==> src/design/interval_timer_consts.vh <==
`ifndef INTERVAL_TIMER_CONSTS_VH
`define INTERVAL_TIMER_CONSTS_VH

// Port codes on the two port select bits
`define PORT_CHAN0        2'h0
`define PORT_CHAN1        2'h1
`define PORT_CHAN2        2'h2
`define PORT_MODE_WORD    2'h3

// Mode programming word fields
`define CW_SEL_HI         7
`define CW_SEL_LO         6
`define CW_RW_HI          5
`define CW_RW_LO          4
`define CW_MODE_HI        3
`define CW_MODE_LO        1
`define CW_BCD            0
`define CW_CHAN_BIT0      1
`define SEL_READBACK      2'h3
`define RB_NO_COUNT_BIT   5
`define RB_NO_STATUS_BIT  4

// Read/write format codes
`define RW_LATCH          2'h0
`define RW_LSB            2'h1
`define RW_MSB            2'h2
`define RW_BOTH           2'h3

// Counting modes handled by the count engine
`define MODE_TERMINAL     3'h0
`define MODE_RATE         3'h2
`define MODE_SQUARE       3'h3

// Reset values
`define CHAN_WORD_RESET   6'h00
`define PIN_SYNC_RESET    13'h0007
`define COUNT_RESET       16'h0000

`endif

==> src/design/count_engine.v <==
`timescale 1ns/1ps
`default_nettype none
`include "interval_timer_consts.vh"

module count_engine (
  input  wire        clk,
  input  wire        reset_n,
  input  wire        tick,
  input  wire        gate,
  input  wire        programPulse,
  input  wire [2:0]  modeSel,
  input  wire        bcd,
  input  wire        loadPulse,
  input  wire [15:0] loadValue,
  output reg  [15:0] count,
  output reg         outLevel,
  output reg         transferred
);

  reg        armed_reg;
  reg        running_reg;
  wire [2:0] modeEff;
  wire [15:0] stepOne;
  wire [15:0] stepTwo;

  // Decrement by one, per digit so BCD wraps 0000 to 9999
  function [15:0] decOne;
    input [15:0] v;
    input        isBcd;
    integer      i;
    reg          borrow;
    reg   [3:0]  d;
    begin
      borrow = 1'b1;
      decOne = v;
      for (i = 0; i < 4; i = i + 1) begin
        d = v[i*4 +: 4];
        if (borrow) begin
          if (d == 4'h0) begin
            decOne[i*4 +: 4] = isBcd ? 4'h9 : 4'hF;
          end else begin
            decOne[i*4 +: 4] = d - 4'h1;
            borrow = 1'b0;
          end
        end
      end
    end
  endfunction

  // Codes 6 and 7 alias the rate and square modes
  assign modeEff = modeSel[1] ? {1'b0, modeSel[1:0]} : modeSel;
  assign stepOne = decOne(count, bcd);
  assign stepTwo = decOne(stepOne, bcd);

  // Counting element, stepped only on the channel clock tick
  always @(posedge clk or negedge reset_n) begin
    if (!reset_n) begin
      count       <= `COUNT_RESET;
      outLevel    <= 1'b0;
      armed_reg   <= 1'b0;
      running_reg <= 1'b0;
      transferred <= 1'b0;
    end else begin
      transferred <= 1'b0;
      if (programPulse) begin
        outLevel    <= (modeEff != `MODE_TERMINAL);
        armed_reg   <= 1'b0;
        running_reg <= 1'b0;
      end else if (loadPulse) begin
        armed_reg <= 1'b1;
        if (modeEff == `MODE_TERMINAL)
          outLevel <= 1'b0;
      end else if (tick) begin
        if (armed_reg) begin
          count       <= loadValue;
          armed_reg   <= 1'b0;
          running_reg <= 1'b1;
          transferred <= 1'b1;
        end else if (running_reg && !gate &&
                     modeEff != `MODE_TERMINAL) begin
          outLevel <= 1'b1; // Gate low parks periodic outputs high
        end else if (running_reg && gate) begin
          case (modeEff)
            `MODE_RATE: begin
              outLevel <= (count != 16'h0002);
              count    <= (count == 16'h0001) ? loadValue : stepOne;
            end
            `MODE_SQUARE: begin
              if (count <= 16'h0002) begin
                outLevel <= ~outLevel;
                count    <= {loadValue[15:1], 1'b0};
              end else begin
                count <= stepTwo;
              end
            end
            default: begin
              if (count == 16'h0001)
                outLevel <= 1'b1;
              count <= stepOne;
            end
          endcase
        end
      end
    end
  end

endmodule

`default_nettype wire

==> src/design/interval_timer_counter_datapath.v <==
// Summary of operation
// Write to port 11 stores mode word
// Mode port write-only; status via snapshot command
// Three identical independent channels, own modes
// Each channel 16-bit synchronous down counter
// Snapshot latch tracks, freezes until read
// Counter reads return snapshot latch only
// One snapshot byte per read
// Writes fill holding bytes, moved together
// Programming clears both holding bytes
// Status holds mode word, output, pending flag
// State undefined until channel programmed
// Host programs channel before relying on it
// Host writes mode word, then count
// Channel chosen by mode word field
// Four ports: three counters, one mode
// Port bits 00/01/10 channels, 11 mode
// Strobes ignored without device select
// Strobes synchronised, edge detected, act once
`timescale 1ns/1ps
`default_nettype none
`include "interval_timer_consts.vh"

module interval_timer_counter_datapath #(
  parameter CHANNELS = 3
) (
  input  wire                clk,
  input  wire                reset_n,
  input  wire                chipSelect_n,
  input  wire                readStrobe_n,
  input  wire                writeStrobe_n,
  input  wire [1:0]          port_select_bits,
  input  wire [7:0]          dataIn,
  output reg  [7:0]          dataOut,
  output reg                 dataOe,
  input  wire [CHANNELS-1:0] chanClk,
  input  wire [CHANNELS-1:0] chanGate,
  output wire [CHANNELS-1:0] chanOut
);

  // Synchronised bus pins
  wire [12:0] busSync;
  wire        csN;
  wire        rdN;
  wire        wrN;
  wire [1:0]  portNow;
  wire [7:0]  dataNow;

  reg         csPrevN_reg;
  reg         rdPrevN_reg;
  reg         wrPrevN_reg;
  reg  [1:0]  portPrev_reg;
  reg  [7:0]  dataPrev_reg;

  // Synchronised channel pins
  wire [2*CHANNELS-1:0] chanSync;
  wire [CHANNELS-1:0]   chanClkSync;
  wire [CHANNELS-1:0]   chanGateSync;
  reg  [CHANNELS-1:0]   chanClkPrev_reg;
  wire [CHANNELS-1:0]   chanTick;

  // Host events, one cycle each
  wire        wrEvent;
  wire        rdStart;
  wire        rdEnd;
  wire        modeWrite;
  wire        readBack;
  wire [1:0]  wordSel;

  wire [8*CHANNELS-1:0] chanByteFlat;
  reg  [7:0]            readByte;

  // All bus pins cross together so address and data line up
  sync_stage #(
    .WIDTH       (13),
    .RESET_VALUE (`PIN_SYNC_RESET)
  ) busSyncer (
    .clk     (clk),
    .reset_n (reset_n),
    .asyncIn ({dataIn, port_select_bits, writeStrobe_n,
               readStrobe_n, chipSelect_n}),
    .syncOut (busSync)
  );

  assign csN     = busSync[0];
  assign rdN     = busSync[1];
  assign wrN     = busSync[2];
  assign portNow = busSync[4:3];
  assign dataNow = busSync[12:5];

  sync_stage #(
    .WIDTH       (2*CHANNELS),
    .RESET_VALUE ({(2*CHANNELS){1'b0}})
  ) chanSyncer (
    .clk     (clk),
    .reset_n (reset_n),
    .asyncIn ({chanGate, chanClk}),
    .syncOut (chanSync)
  );

  assign chanClkSync  = chanSync[CHANNELS-1:0];
  assign chanGateSync = chanSync[2*CHANNELS-1:CHANNELS];

  // Previous samples for edge detection
  always @(posedge clk or negedge reset_n) begin
    if (!reset_n) begin
      csPrevN_reg     <= 1'b1;
      rdPrevN_reg     <= 1'b1;
      wrPrevN_reg     <= 1'b1;
      portPrev_reg    <= 2'h0;
      dataPrev_reg    <= 8'h00;
      chanClkPrev_reg <= {CHANNELS{1'b0}};
    end else begin
      csPrevN_reg     <= csN;
      rdPrevN_reg     <= rdN;
      wrPrevN_reg     <= wrN;
      portPrev_reg    <= portNow;
      dataPrev_reg    <= dataNow;
      chanClkPrev_reg <= chanClkSync;
    end
  end

  // Channel clocks become one-cycle enables on their rising edge
  assign chanTick = chanClkSync & ~chanClkPrev_reg;

  // Write acts at the strobe's trailing edge, when data is settled
  assign wrEvent = wrN & ~wrPrevN_reg & ~csPrevN_reg;
  assign rdStart = ~rdN & rdPrevN_reg & ~csN;
  assign rdEnd   = rdN & ~rdPrevN_reg & ~csPrevN_reg;

  assign modeWrite = wrEvent &&
                     (portPrev_reg == `PORT_MODE_WORD);
  assign wordSel   = dataPrev_reg[`CW_SEL_HI:`CW_SEL_LO];
  assign readBack  = (wordSel == `SEL_READBACK);

  genvar g;
  generate
    for (g = 0; g < CHANNELS; g = g + 1) begin : chan
      localparam integer CH_INDEX = g;
      localparam [1:0]   CH       = CH_INDEX[1:0];

      reg  [5:0]  modeWord_reg;
      reg  [7:0]  count_holding_lo;
      reg  [7:0]  count_holding_hi;
      reg  [7:0]  snapshot_latch_lo;
      reg  [7:0]  snapshot_latch_hi;
      reg  [7:0]  status_reg;
      reg         statusPending_reg;
      reg         frozen_reg;
      reg         writeHiNext_reg;
      reg         readHiNext_reg;
      reg         nullCount_reg;
      reg         loadPulse_reg;
      reg         programPulse_reg;

      wire [1:0]  rwFmt;
      wire        addressed;
      wire        progHit;
      wire        latchHit;
      wire        statHit;
      wire        cntWrite;
      wire        cntRead;
      wire        lastByte;
      wire        hiSel;
      wire [15:0] count;
      wire        transferred;
      wire        hiLoad;

      assign rwFmt     = modeWord_reg[`CW_RW_HI:`CW_RW_LO];
      assign addressed = readBack ?
                         dataPrev_reg[`CW_CHAN_BIT0 + g] :
                         (wordSel == CH);
      assign progHit   = modeWrite && !readBack && addressed &&
                         dataPrev_reg[`CW_RW_HI:`CW_RW_LO] != `RW_LATCH;
      assign latchHit  = modeWrite && addressed &&
                         (readBack ?
                          !dataPrev_reg[`RB_NO_COUNT_BIT] :
                          dataPrev_reg[`CW_RW_HI:`CW_RW_LO] ==
                          `RW_LATCH);
      assign statHit   = modeWrite && readBack && addressed &&
                         !dataPrev_reg[`RB_NO_STATUS_BIT];
      assign cntWrite  = wrEvent && (portPrev_reg == CH);
      assign cntRead   = rdEnd && (portPrev_reg == CH);
      assign hiSel     = (rwFmt == `RW_MSB) ||
                         (rwFmt == `RW_BOTH && readHiNext_reg);
      assign lastByte  = (rwFmt != `RW_BOTH) || readHiNext_reg;
      assign hiLoad    = (rwFmt == `RW_MSB) ||
                         (rwFmt == `RW_BOTH && writeHiNext_reg);

      // Pending status first, then one snapshot byte
      assign chanByteFlat[8*g +: 8] =
        statusPending_reg ? status_reg :
        (hiSel ? snapshot_latch_hi : snapshot_latch_lo);

      // Mode word, holding bytes and byte pointers of this channel
      always @(posedge clk or negedge reset_n) begin
        if (!reset_n) begin
          modeWord_reg     <= `CHAN_WORD_RESET;
          count_holding_lo <= 8'h00;
          count_holding_hi <= 8'h00;
          writeHiNext_reg  <= 1'b0;
          readHiNext_reg   <= 1'b0;
          loadPulse_reg    <= 1'b0;
          programPulse_reg <= 1'b0;
        end else begin
          loadPulse_reg    <= 1'b0;
          programPulse_reg <= progHit;
          if (progHit) begin
            modeWord_reg     <= dataPrev_reg[5:0];
            count_holding_lo <= 8'h00;
            count_holding_hi <= 8'h00;
            writeHiNext_reg  <= 1'b0;
            readHiNext_reg   <= 1'b0;
          end else begin
            if (cntWrite && rwFmt != `RW_LATCH) begin
              if (hiLoad)
                count_holding_hi <= dataPrev_reg;
              else
                count_holding_lo <= dataPrev_reg;
              if (rwFmt == `RW_BOTH)
                writeHiNext_reg <= ~writeHiNext_reg;
              // Both-bytes format only loads after the high byte
              loadPulse_reg <= (rwFmt != `RW_BOTH) ||
                               writeHiNext_reg;
            end
            if (cntRead && !statusPending_reg &&
                rwFmt == `RW_BOTH)
              readHiNext_reg <= ~readHiNext_reg;
          end
        end
      end

      // Snapshot latch follows the count unless frozen
      always @(posedge clk or negedge reset_n) begin
        if (!reset_n) begin
          snapshot_latch_lo <= 8'h00;
          snapshot_latch_hi <= 8'h00;
          frozen_reg        <= 1'b0;
        end else begin
          if (!frozen_reg && !latchHit) begin
            snapshot_latch_lo <= count[7:0];
            snapshot_latch_hi <= count[15:8];
          end
          // A second freeze before the read is ignored
          if (progHit)
            frozen_reg <= 1'b0;
          else if (latchHit)
            frozen_reg <= 1'b1;
          else if (cntRead && !statusPending_reg && lastByte)
            frozen_reg <= 1'b0;
        end
      end

      // Status snapshot and reload-pending flag
      always @(posedge clk or negedge reset_n) begin
        if (!reset_n) begin
          status_reg        <= 8'h00;
          statusPending_reg <= 1'b0;
          nullCount_reg     <= 1'b0;
        end else begin
          if (statHit && !statusPending_reg) begin
            status_reg <= {chanOut[g], nullCount_reg,
                           modeWord_reg};
            statusPending_reg <= 1'b1;
          end else if (cntRead) begin
            statusPending_reg <= 1'b0;
          end
          // New count pending wins over a transfer in the same cycle
          if (progHit || loadPulse_reg)
            nullCount_reg <= 1'b1;
          else if (transferred)
            nullCount_reg <= 1'b0;
        end
      end

      count_engine engine (
        .clk          (clk),
        .reset_n      (reset_n),
        .tick         (chanTick[g]),
        .gate         (chanGateSync[g]),
        .programPulse (programPulse_reg),
        .modeSel      (modeWord_reg[`CW_MODE_HI:`CW_MODE_LO]),
        .bcd          (modeWord_reg[`CW_BCD]),
        .loadPulse    (loadPulse_reg),
        .loadValue    ({count_holding_hi, count_holding_lo}),
        .count        (count),
        .outLevel     (chanOut[g]),
        .transferred  (transferred)
      );
    end
  endgenerate

  // Select the addressed channel's byte
  always @* begin
    readByte = 8'h00;
    case (portNow)
      `PORT_CHAN0: readByte = chanByteFlat[7:0];
      `PORT_CHAN1: readByte = chanByteFlat[15:8];
      `PORT_CHAN2: readByte = chanByteFlat[8*CHANNELS-1:16];
      default:     readByte = 8'h00;
    endcase
  end

  // Data bus drive; the mode port never answers a read
  always @(posedge clk or negedge reset_n) begin
    if (!reset_n) begin
      dataOut <= 8'h00;
      dataOe  <= 1'b0;
    end else begin
      if (rdStart && portNow != `PORT_MODE_WORD) begin
        dataOut <= readByte;
        dataOe  <= 1'b1;
      end else if (rdN || csN) begin
        dataOe  <= 1'b0;
      end
    end
  end

endmodule

`default_nettype wire

==> src/design/sync_stage.v <==
`timescale 1ns/1ps
`default_nettype none

module sync_stage #(
  parameter               WIDTH       = 1,
  parameter [WIDTH-1:0]   RESET_VALUE = {WIDTH{1'b0}}
) (
  input  wire             clk,
  input  wire             reset_n,
  input  wire [WIDTH-1:0] asyncIn,
  output reg  [WIDTH-1:0] syncOut
);

  reg [WIDTH-1:0] firstStage_reg;

  // Two flops; only the second stage is visible to logic
  always @(posedge clk or negedge reset_n) begin
    if (!reset_n) begin
      firstStage_reg <= RESET_VALUE;
      syncOut        <= RESET_VALUE;
    end else begin
      firstStage_reg <= asyncIn;
      syncOut        <= firstStage_reg;
    end
  end

endmodule

`default_nettype wire

==> config.mk <==
export PLATFORM = sky130hd
export DESIGN_NAME = interval_timer_counter_datapath
export DESIGN_NICKNAME = d
export VERILOG_FILES = /design/src/design/count_engine.v /design/src/design/interval_timer_counter_datapath.v /design/src/design/sync_stage.v
export VERILOG_INCLUDE_DIRS = /design/src /design/src/design
export SDC_FILE = /design/constraint.sdc
export NUM_CORES = 1
export LEC_CHECK = 0
export BUFFER_PORTS_ARGS = -buffer_cell sky130_fd_sc_hd__buf_2
export CAP_MARGIN = 40
export CORE_MARGIN = 2
export CORE_UTILIZATION = 38
export DETAILED_ROUTE_END_ITERATION = 8
export PLACE_DENSITY = 0.62
export SLEW_MARGIN = 20
export SYNTH_ARGS = -nofsm -noshare
export SYNTH_HDL_FRONTEND = slang
export SYNTH_SLANG_ARGS = --single-unit
==> constraint.sdc <==
create_clock -name clk -period 3.11 [get_ports clk]
set_input_delay 0.1555 -clock clk [delete_from_list [all_inputs] [get_ports clk]]
set_output_delay 0.1555 -clock clk [all_outputs]
set_load 0.02 [all_outputs]
# [Yosys cells after proc, flatten, opt, wreduce, memory -nomap -nowiden]
# Cells that the tools add are included.
# Widths: inputs -> output; s select.
[op_classes] muxes=232 div_mod_pow=0 bitwise_logic=28 multipliers=0 reduce_logical=188 shift=0 addsub=24 n_lt_le_gt_ge=3 n_eq_ne=48
[op_table] op="$mux 16" n=15
[op_table] op="$mux 8" n=24
[op_table] op="$mux 4" n=42
[op_table] op="$mux 1" n=138
[op_table] op="$logic_not 4->1" n=24
[op_table] op="$pmux 16 s2" n=3
[op_table] op="$sub 4x1->4 const B" n=24
[op_table] op="$reduce_bool 2->1" n=32
[op_table] op="$logic_and 1x1->1" n=61
[op_table] op="$eq 16x1->1 const B" n=3
[op_table] op="$le 16x2->1 const B" n=3
[op_table] op="$ne 16x2->1 const B" n=3
[op_table] op="$reduce_bool 3->1" n=9
[op_table] op="$pmux 8 s3" n=1
[op_table] op="$eq 2x2->1 const B" n=11
[op_table] op="$not 1->1" n=20
[op_table] op="$eq 3x2->1 const B" n=6
[op_table] op="$mux 3" n=6
[op_table] op="$reduce_and 2->1" n=9
[op_table] op="$reduce_and 6->1" n=3
[op_table] op="$reduce_bool 6->1" n=3
[op_table] op="$logic_or 1x1->1" n=16
[op_table] op="$logic_not 1->1" n=15
[op_table] op="$ne 5x3->1 const B" n=3
[op_table] op="14 further kinds" n=49
[word_totals] rom_bits=0 mem_bits_rw=0 latch_bits=0 ff_bits=282 inputBits=21 mem_count=0 output_inout_bits=12 word_cells=589

# [Depth between registers and ports, before layout]
[depth] depth_word=13 ltp_mapped=13 depth_no_buf=12

# [Hierarchy]
# From an unflattened synthesis, not the netlist that was laid out.
[hier_totals] cells_unflattened=1650 hier_area_um2=16253.1
[by_module_without_submodules] mod="interval_timer_counter_datapath" n_inst=1 cells_each=646 seq_area_each_um2=4608.2 area_each_um2=7975.1
[by_module_without_submodules] mod="count_engine" n_inst=3 cells_each=322 seq_area_each_um2=500.5 area_each_um2=2439.8
[by_module_without_submodules] mod="sync_stage at busSyncer" n_inst=1 cells_each=26 seq_area_each_um2=658.1 area_each_um2=658.1
[by_module_without_submodules] mod="sync_stage at chanSyncer" n_inst=1 cells_each=12 seq_area_each_um2=300.3 area_each_um2=300.3

# [Worst setup path before layout]
# OpenSTA, ideal clock, no wires.
[synth_path] kind="flip-flop to flip-flop" start="register chan[1].engine.count[0]" end="register chan[1].engine.count[13]" path_buffers=1 synth_period_minus_slack_ns=3.122 required_ns=3.033 stages_incl_launch_ff=12 slack_ns=-0.012 setup_time_ns=0.077 arrival_time_ns=3.045 path_cell_list="dfrtp_1 inv_1 ha_1 or3b_2 clkbuf_1 nor3_1 mux2i_1 ha_1 a31o_2 nand4_1 a311o_1 a21oi_1"
[synth_via] elab_chain_cells=13 word_cells_on_any_way=29 classes_between="add/sub (2); order compare (1); eq/ne (1); mux (20); reduce/logical (5)"
[synth_lines] item="start, declared" line_no="count_engine.v:15" text="output reg [15:0] count,"
[synth_lines] item="start signal, assigned" line_no="count_engine.v:58" text="count <= `COUNT_RESET;"
[synth_lines] item="start signal, assigned" line_no="count_engine.v:75" text="count <= loadValue;"
[synth_lines] item="start signal, assigned" line_no="count_engine.v:86" text="count <= (count == 16'h0001) ? loadValue : stepOne;"
[synth_lines] item="$logic_not 4->1" line_no="count_engine.v:39" text="if (d == 4'h0) begin"
[synth_lines] item="$mux 1" line_no="count_engine.v:39"
[synth_lines] item="$mux 1 / $mux 4 (equally long branches)" line_no="count_engine.v:38" text="if (borrow) begin"
[synth_lines] item="$mux 1 (tied with other cells)" line_no="count_engine.v:38"
[synth_lines] item="$mux 4 (tied with other cells)" line_no="count_engine.v:38"
[synth_lines] item="$sub 4x1->4 (tied with other cells)" line_no="count_engine.v:42" text="decOne[i*4 +: 4] = d - 4'h1;"
[synth_lines] item="$mux 4 / $mux 1 (equally long branches)" line_no="count_engine.v:39, count_engine.v:38"
[synth_lines] item="$mux 4" line_no="count_engine.v:38"
[synth_lines] item="$mux 16" line_no="count_engine.v:89" text="if (count <= 16'h0002) begin"
[synth_lines] item="$pmux 16 s2 (*)" line_no="count_engine.v:83" text="case (modeEff)"
[synth_lines] item="$mux 16 (*)" line_no="count_engine.v:82" text="end else if (running_reg && gate) begin"
[synth_lines] item="$mux 16 (*)" line_no="count_engine.v:79" text="end else if (running_reg && !gate &&"
[synth_lines] item="$mux 16 (*)" line_no="count_engine.v:74" text="if (armed_reg) begin"
# Mark *: on every way between the ends. The rest lies on a longest branch, timed or not. The select of a mux whose other input is x is not followed.
# A chain may end at the register's enable or synchronous reset.

# [Final worst setup path]
[layout_path] start="register chan[0].engine.count[1]" end="register chan[0].engine.count[12]"
[layout_via] elab_chain_cells=13 word_cells_on_any_way=29 classes_between="add/sub (2); order compare (1); eq/ne (1); mux (20); reduce/logical (5)"
[layout_lines] item="start, declared" line_no="count_engine.v:15"
[layout_lines] item="start signal, assigned" line_no="count_engine.v:58"
[layout_lines] item="start signal, assigned" line_no="count_engine.v:75"
[layout_lines] item="start signal, assigned" line_no="count_engine.v:86"
[layout_lines] item="$logic_not 4->1" line_no="count_engine.v:39"
[layout_lines] item="$mux 1" line_no="count_engine.v:39"
[layout_lines] item="$mux 1 / $mux 4 (equally long branches)" line_no="count_engine.v:38"
[layout_lines] item="$mux 1 (tied with other cells)" line_no="count_engine.v:38"
[layout_lines] item="$mux 4 (tied with other cells)" line_no="count_engine.v:38"
[layout_lines] item="$sub 4x1->4 (tied with other cells)" line_no="count_engine.v:42"
[layout_lines] item="$mux 4 / $mux 1 (equally long branches)" line_no="count_engine.v:39, count_engine.v:38"
[layout_lines] item="$mux 4" line_no="count_engine.v:38"
[layout_lines] item="$mux 16" line_no="count_engine.v:89"
[layout_lines] item="$pmux 16 s2 (*)" line_no="count_engine.v:83"
[layout_lines] item="$mux 16 (*)" line_no="count_engine.v:82"
[layout_lines] item="$mux 16 (*)" line_no="count_engine.v:79"
[layout_lines] item="$mux 16 (*)" line_no="count_engine.v:74"
# Marked as above.

==> results.md <==
- Met3 global-route usage: 2.57%
- Max reg flops: 48
- DRC: 0
- Post-Route Setup TNS: 0 ns
- Post-Synth XOR/XNOR Area: 0.731%
- DRT Wirelength: 46.9 mm
- CP arrival: 3.49 ns
- Synthesized flop and latch total: 282
- Critical path buffer and inverter count: 1
- Mux cell area share after synthesis: 11.5%
- Gate count of the mapped netlist: 1624
- DR pass1 iterations: 6
- Post-synthesis sequential area ratio: 45.4%
- Compound-Gate Fraction of Synth Area: 19.1%
- Die Wd: 206 um
- Worst-margin pin slew: 0.775 ns
- PD cells: 867 mW/mm^2
- CTS Buf Count: 31
- Max Clock Freq: 0.339 GHz
- Critical Path RT: 3.64 ns
- Min Tclk post-route: 2.95 ns
- Synth Flop Type: dfrtp_1
- Buffer count from post-CTS setup fixing: 0
- Max Slew Vio Count: 0
- Leakage power: 8.40 nW
- Worst skew pair latency: 0.61 ns
- Global route hottest layer: met2
- Synth top area cells: dfrtp_1 (44%), mux2_2 (6.3%), mux2i_1 (5.1%)
- Relative slew margins: 48.3%
- Initial antenna violation count: 0
- Crit path cell chain: inv_1, ha_1, or3b_1, or4_4, a221oi_2, and4_1, nor2_1, or3_1, a31oi_1
- Antenna violation net count after detailed routing: 0
- # H-tree levels: 1
- Worst path slowest cell: or4_4
- Clock sinks: 282
- Layout fillers: 3903
- Nets: 1778
- Slowest stage delay, CP: 0.54 ns
- Design Power: 15.8 mW
- Critical path class: reg2reg
- Clk pwr share: 23.1%
- Overflow after GRT: 0
- Sw Share: 40.1%
- Simple-Gate Fraction of Synth Area: 17.5%
- Syn Std Cell Area: 0.0156 sq mm
- Final setup violation count: 0
- Int Power: 9.47 mW
- Commonest cells post-synth: dfrtp_1 (273), nand2_1 (159), nor2_1 (134), o21ai_0 (108), a21oi_1 (93)
- Root buffer cell: clkbuf_16
- Outcome: finished clean
- Clk slew on worst S/H paths: 0.06 ns
- Final hold viol count: 0
- Comb power frac: 43.9%
- Reg power frac: 33.0%
- Initial DRC Count: 1131
- Share of cells above drive strength 1: 20.4%
- Distinct cells, synth: 88
- Die Ht: 206 um
- Ant diodes: 0
- Met1 Track Usage GR: 31.7%
- Routed via count: 13300
- Top reg by flops: chan.engine.count
- Combinational family with the most area after synthesis: compound AO/OA/AOI/OAI gates
- Crit start category: register
- Post-synth EDFFs: 0
- GRT Total Usage: 22.1%
- TritonCTS clock tree: yes
- Maximum VDD drop: 497 uV
- M2 GR Usage: 34.5%
- RSZ-0062 raised after global routing: false
- Routed len/inst: 20.5 um
- Async set-or-reset flop fraction in the synthesized netlist: 100%
- Routability cong.: 0.948
- Post-Synth Adder-Cell Area: 1.93%
- Max Buffers Root-to-Sink: 3
- Avg Synthesized Cell Area: 9.59 sq um
- Final period util: 94.9%
- NetSw: 6.35 mW
- Maxcap violations: 0
- Leading area contributor after synthesis: dfrtp_1
- Synth Warn #: 0
- DIE AREA: 0.0426 sq mm
- Mapped Nets: 1669
- Vias in the first global route: 12700
- Pin count of the biggest net entering global routing: 72
- Initial core utilization: 38.3%
- Core area: 0.0406 sq mm
- CP Max Fanout: 6
- Top-count cell post-synth: dfrtp_1
- Cell family with most CP delay: simple AND/OR/NAND/NOR gates
- Dpl hpwl: 34.0 mm
- Area grow syn2layout: 17.1%
- Worst min path class: in2async
- # port buffers: 32
- First-pass GRT wire length: 73.7 mm
- FP Rows: 74
- Synth top area share: 43.9%
- Via density per instance: 5.79
- Final clock skew: 0.0206 ns
- Ports: 33
- CP endpoint kind: register
path summary, 6_finish.rpt:
check                           slack, ns                           to  cells past startpoint               startpoint
worst max register to register       0.16     chan[0].engine.count[12]                      9  chan[0].engine.count[1]
worst max-delay path                 0.16     chan[0].engine.count[12]                      9  chan[0].engine.count[1]
max in group asynchronous            2.13  busSyncer.firstStage_reg[2]                      3                  reset_n
worst min register to register       0.34              dataPrev_reg[1]                      0     busSyncer.syncOut[6]
min in group clk                     0.19  busSyncer.firstStage_reg[7]                      2                dataIn[2]
worst min-delay path                 0.12      chan[0].engine.count[7]                      2                  reset_n
cells in the final DEF, fill, tap and decap left out, types with 10 or more instances in the layout:
master / Yosys / layout
a211oi_1: 13 / 12
a21o_1: 17 / 17
a21oi_1: 93 / 93
a221oi_1: 10 / 10
a22o_1: 12 / 12
a31oi_1: 28 / 28
and3_1: 10 / 10
buf_2: 7 / 31
buf_4: 4 / 120
clkbuf_16: 0 / 31
dfrtp_1: 273 / 273
dlygate4sd3_1: 0 / 20
ha_1: 24 / 23
inv_1: 54 / 54
mux2_2: 87 / 87
mux2i_1: 80 / 80
nand2_1: 159 / 159
nand2b_1: 15 / 15
nand3_1: 36 / 36
nand4_1: 14 / 14
nor2_1: 134 / 134
nor2b_1: 15 / 15
nor3_1: 38 / 36
o211ai_1: 26 / 26
o21a_1: 11 / 11
o21ai_0: 108 / 107
o22ai_1: 17 / 17
o31ai_1: 11 / 11
or2_2: 10 / 10
or3_1: 15 / 15
metal layers:
| metal | part of all wire, % | vias to the layer above |
|---|---|---|
| li1 | - | 6192 |
| met1 | 46 | 6532 |
| met2 | 45 | 437 |
| met3 | 5.2 | 93 |
| met4 | 3.4 | 0 |
| met5 | 0 | - |
logic make-up (layout without fill, tap and decap cells):
family / Yosys count / after routing
and+or+nand+nor: 536 / 536
AOI/OAI and AO/OA: 448 / 448
DFF: 282 / 282
muxes: 168 / 168
buffers and inverters: 153 / 287
adders and majority gates: 24 / 24
xor gates and xnor gates: 13 / 13
cell type report:
type	count	area [sq um]	area share [%]
Timing Repair Buffer	174	1310	7.19
Multi-Input combinational cell	1189	7980	43.7
Tap cell	532	666	3.65
Clock inverter	13	121	0.665
Inverter	55	206	1.13
Sequential cell	282	7070	38.7
Clock buffer	45	888	4.87
worst reg2reg max path, stage by stage, from the launching register on:
cell	delay [ns]
dfrtp_1	0.37
inv_1	0.12
ha_1	0.18
or3b_1	0.42
or4_4	0.55
a221oi_2	0.27
and4_1	0.41
nor2_1	0.07
or3_1	0.35
a31oi_1	0.16
power groups by stage:
stage / clock, mW / sequential, mW / combinational, mW
2_1_floorplan: 0 / 4.93 / 4.70
3_3_place_gp: 0 / 5.25 / 6.63
3_5_place_dp: 0 / 5.28 / 6.71
4_1_cts: 3.73 / 5.22 / 6.77
5_1_grt: 3.87 / 5.35 / 7.58
6_report: 3.66 / 5.23 / 6.94
metrics by stage:
step	hold slack [ns]	instances	setup WS, ns	instance area [sq um]	utilization (%)
finish	0.119	2290	0.157	18200	44.9
detailed placement	0.183	2212	0.145	17000	41.8
CTS	0.140	2290	0.127	18200	44.8
global route	0.181	2290	0.00238	18200	44.9
floorplan	-0.140	1624	0.0311	15600	-
global placement	0.186	2209	0.208	17000	41.8
timing repair:
item | 4_1_cts | 5_1_grt
hold buffers | 20 | 0
setup endpoints to repair | 0 | 11
resized for setup | 0 | 9
endpoints found under the hold margin | 84 | 0
Power figures use the tool's default switching activity.
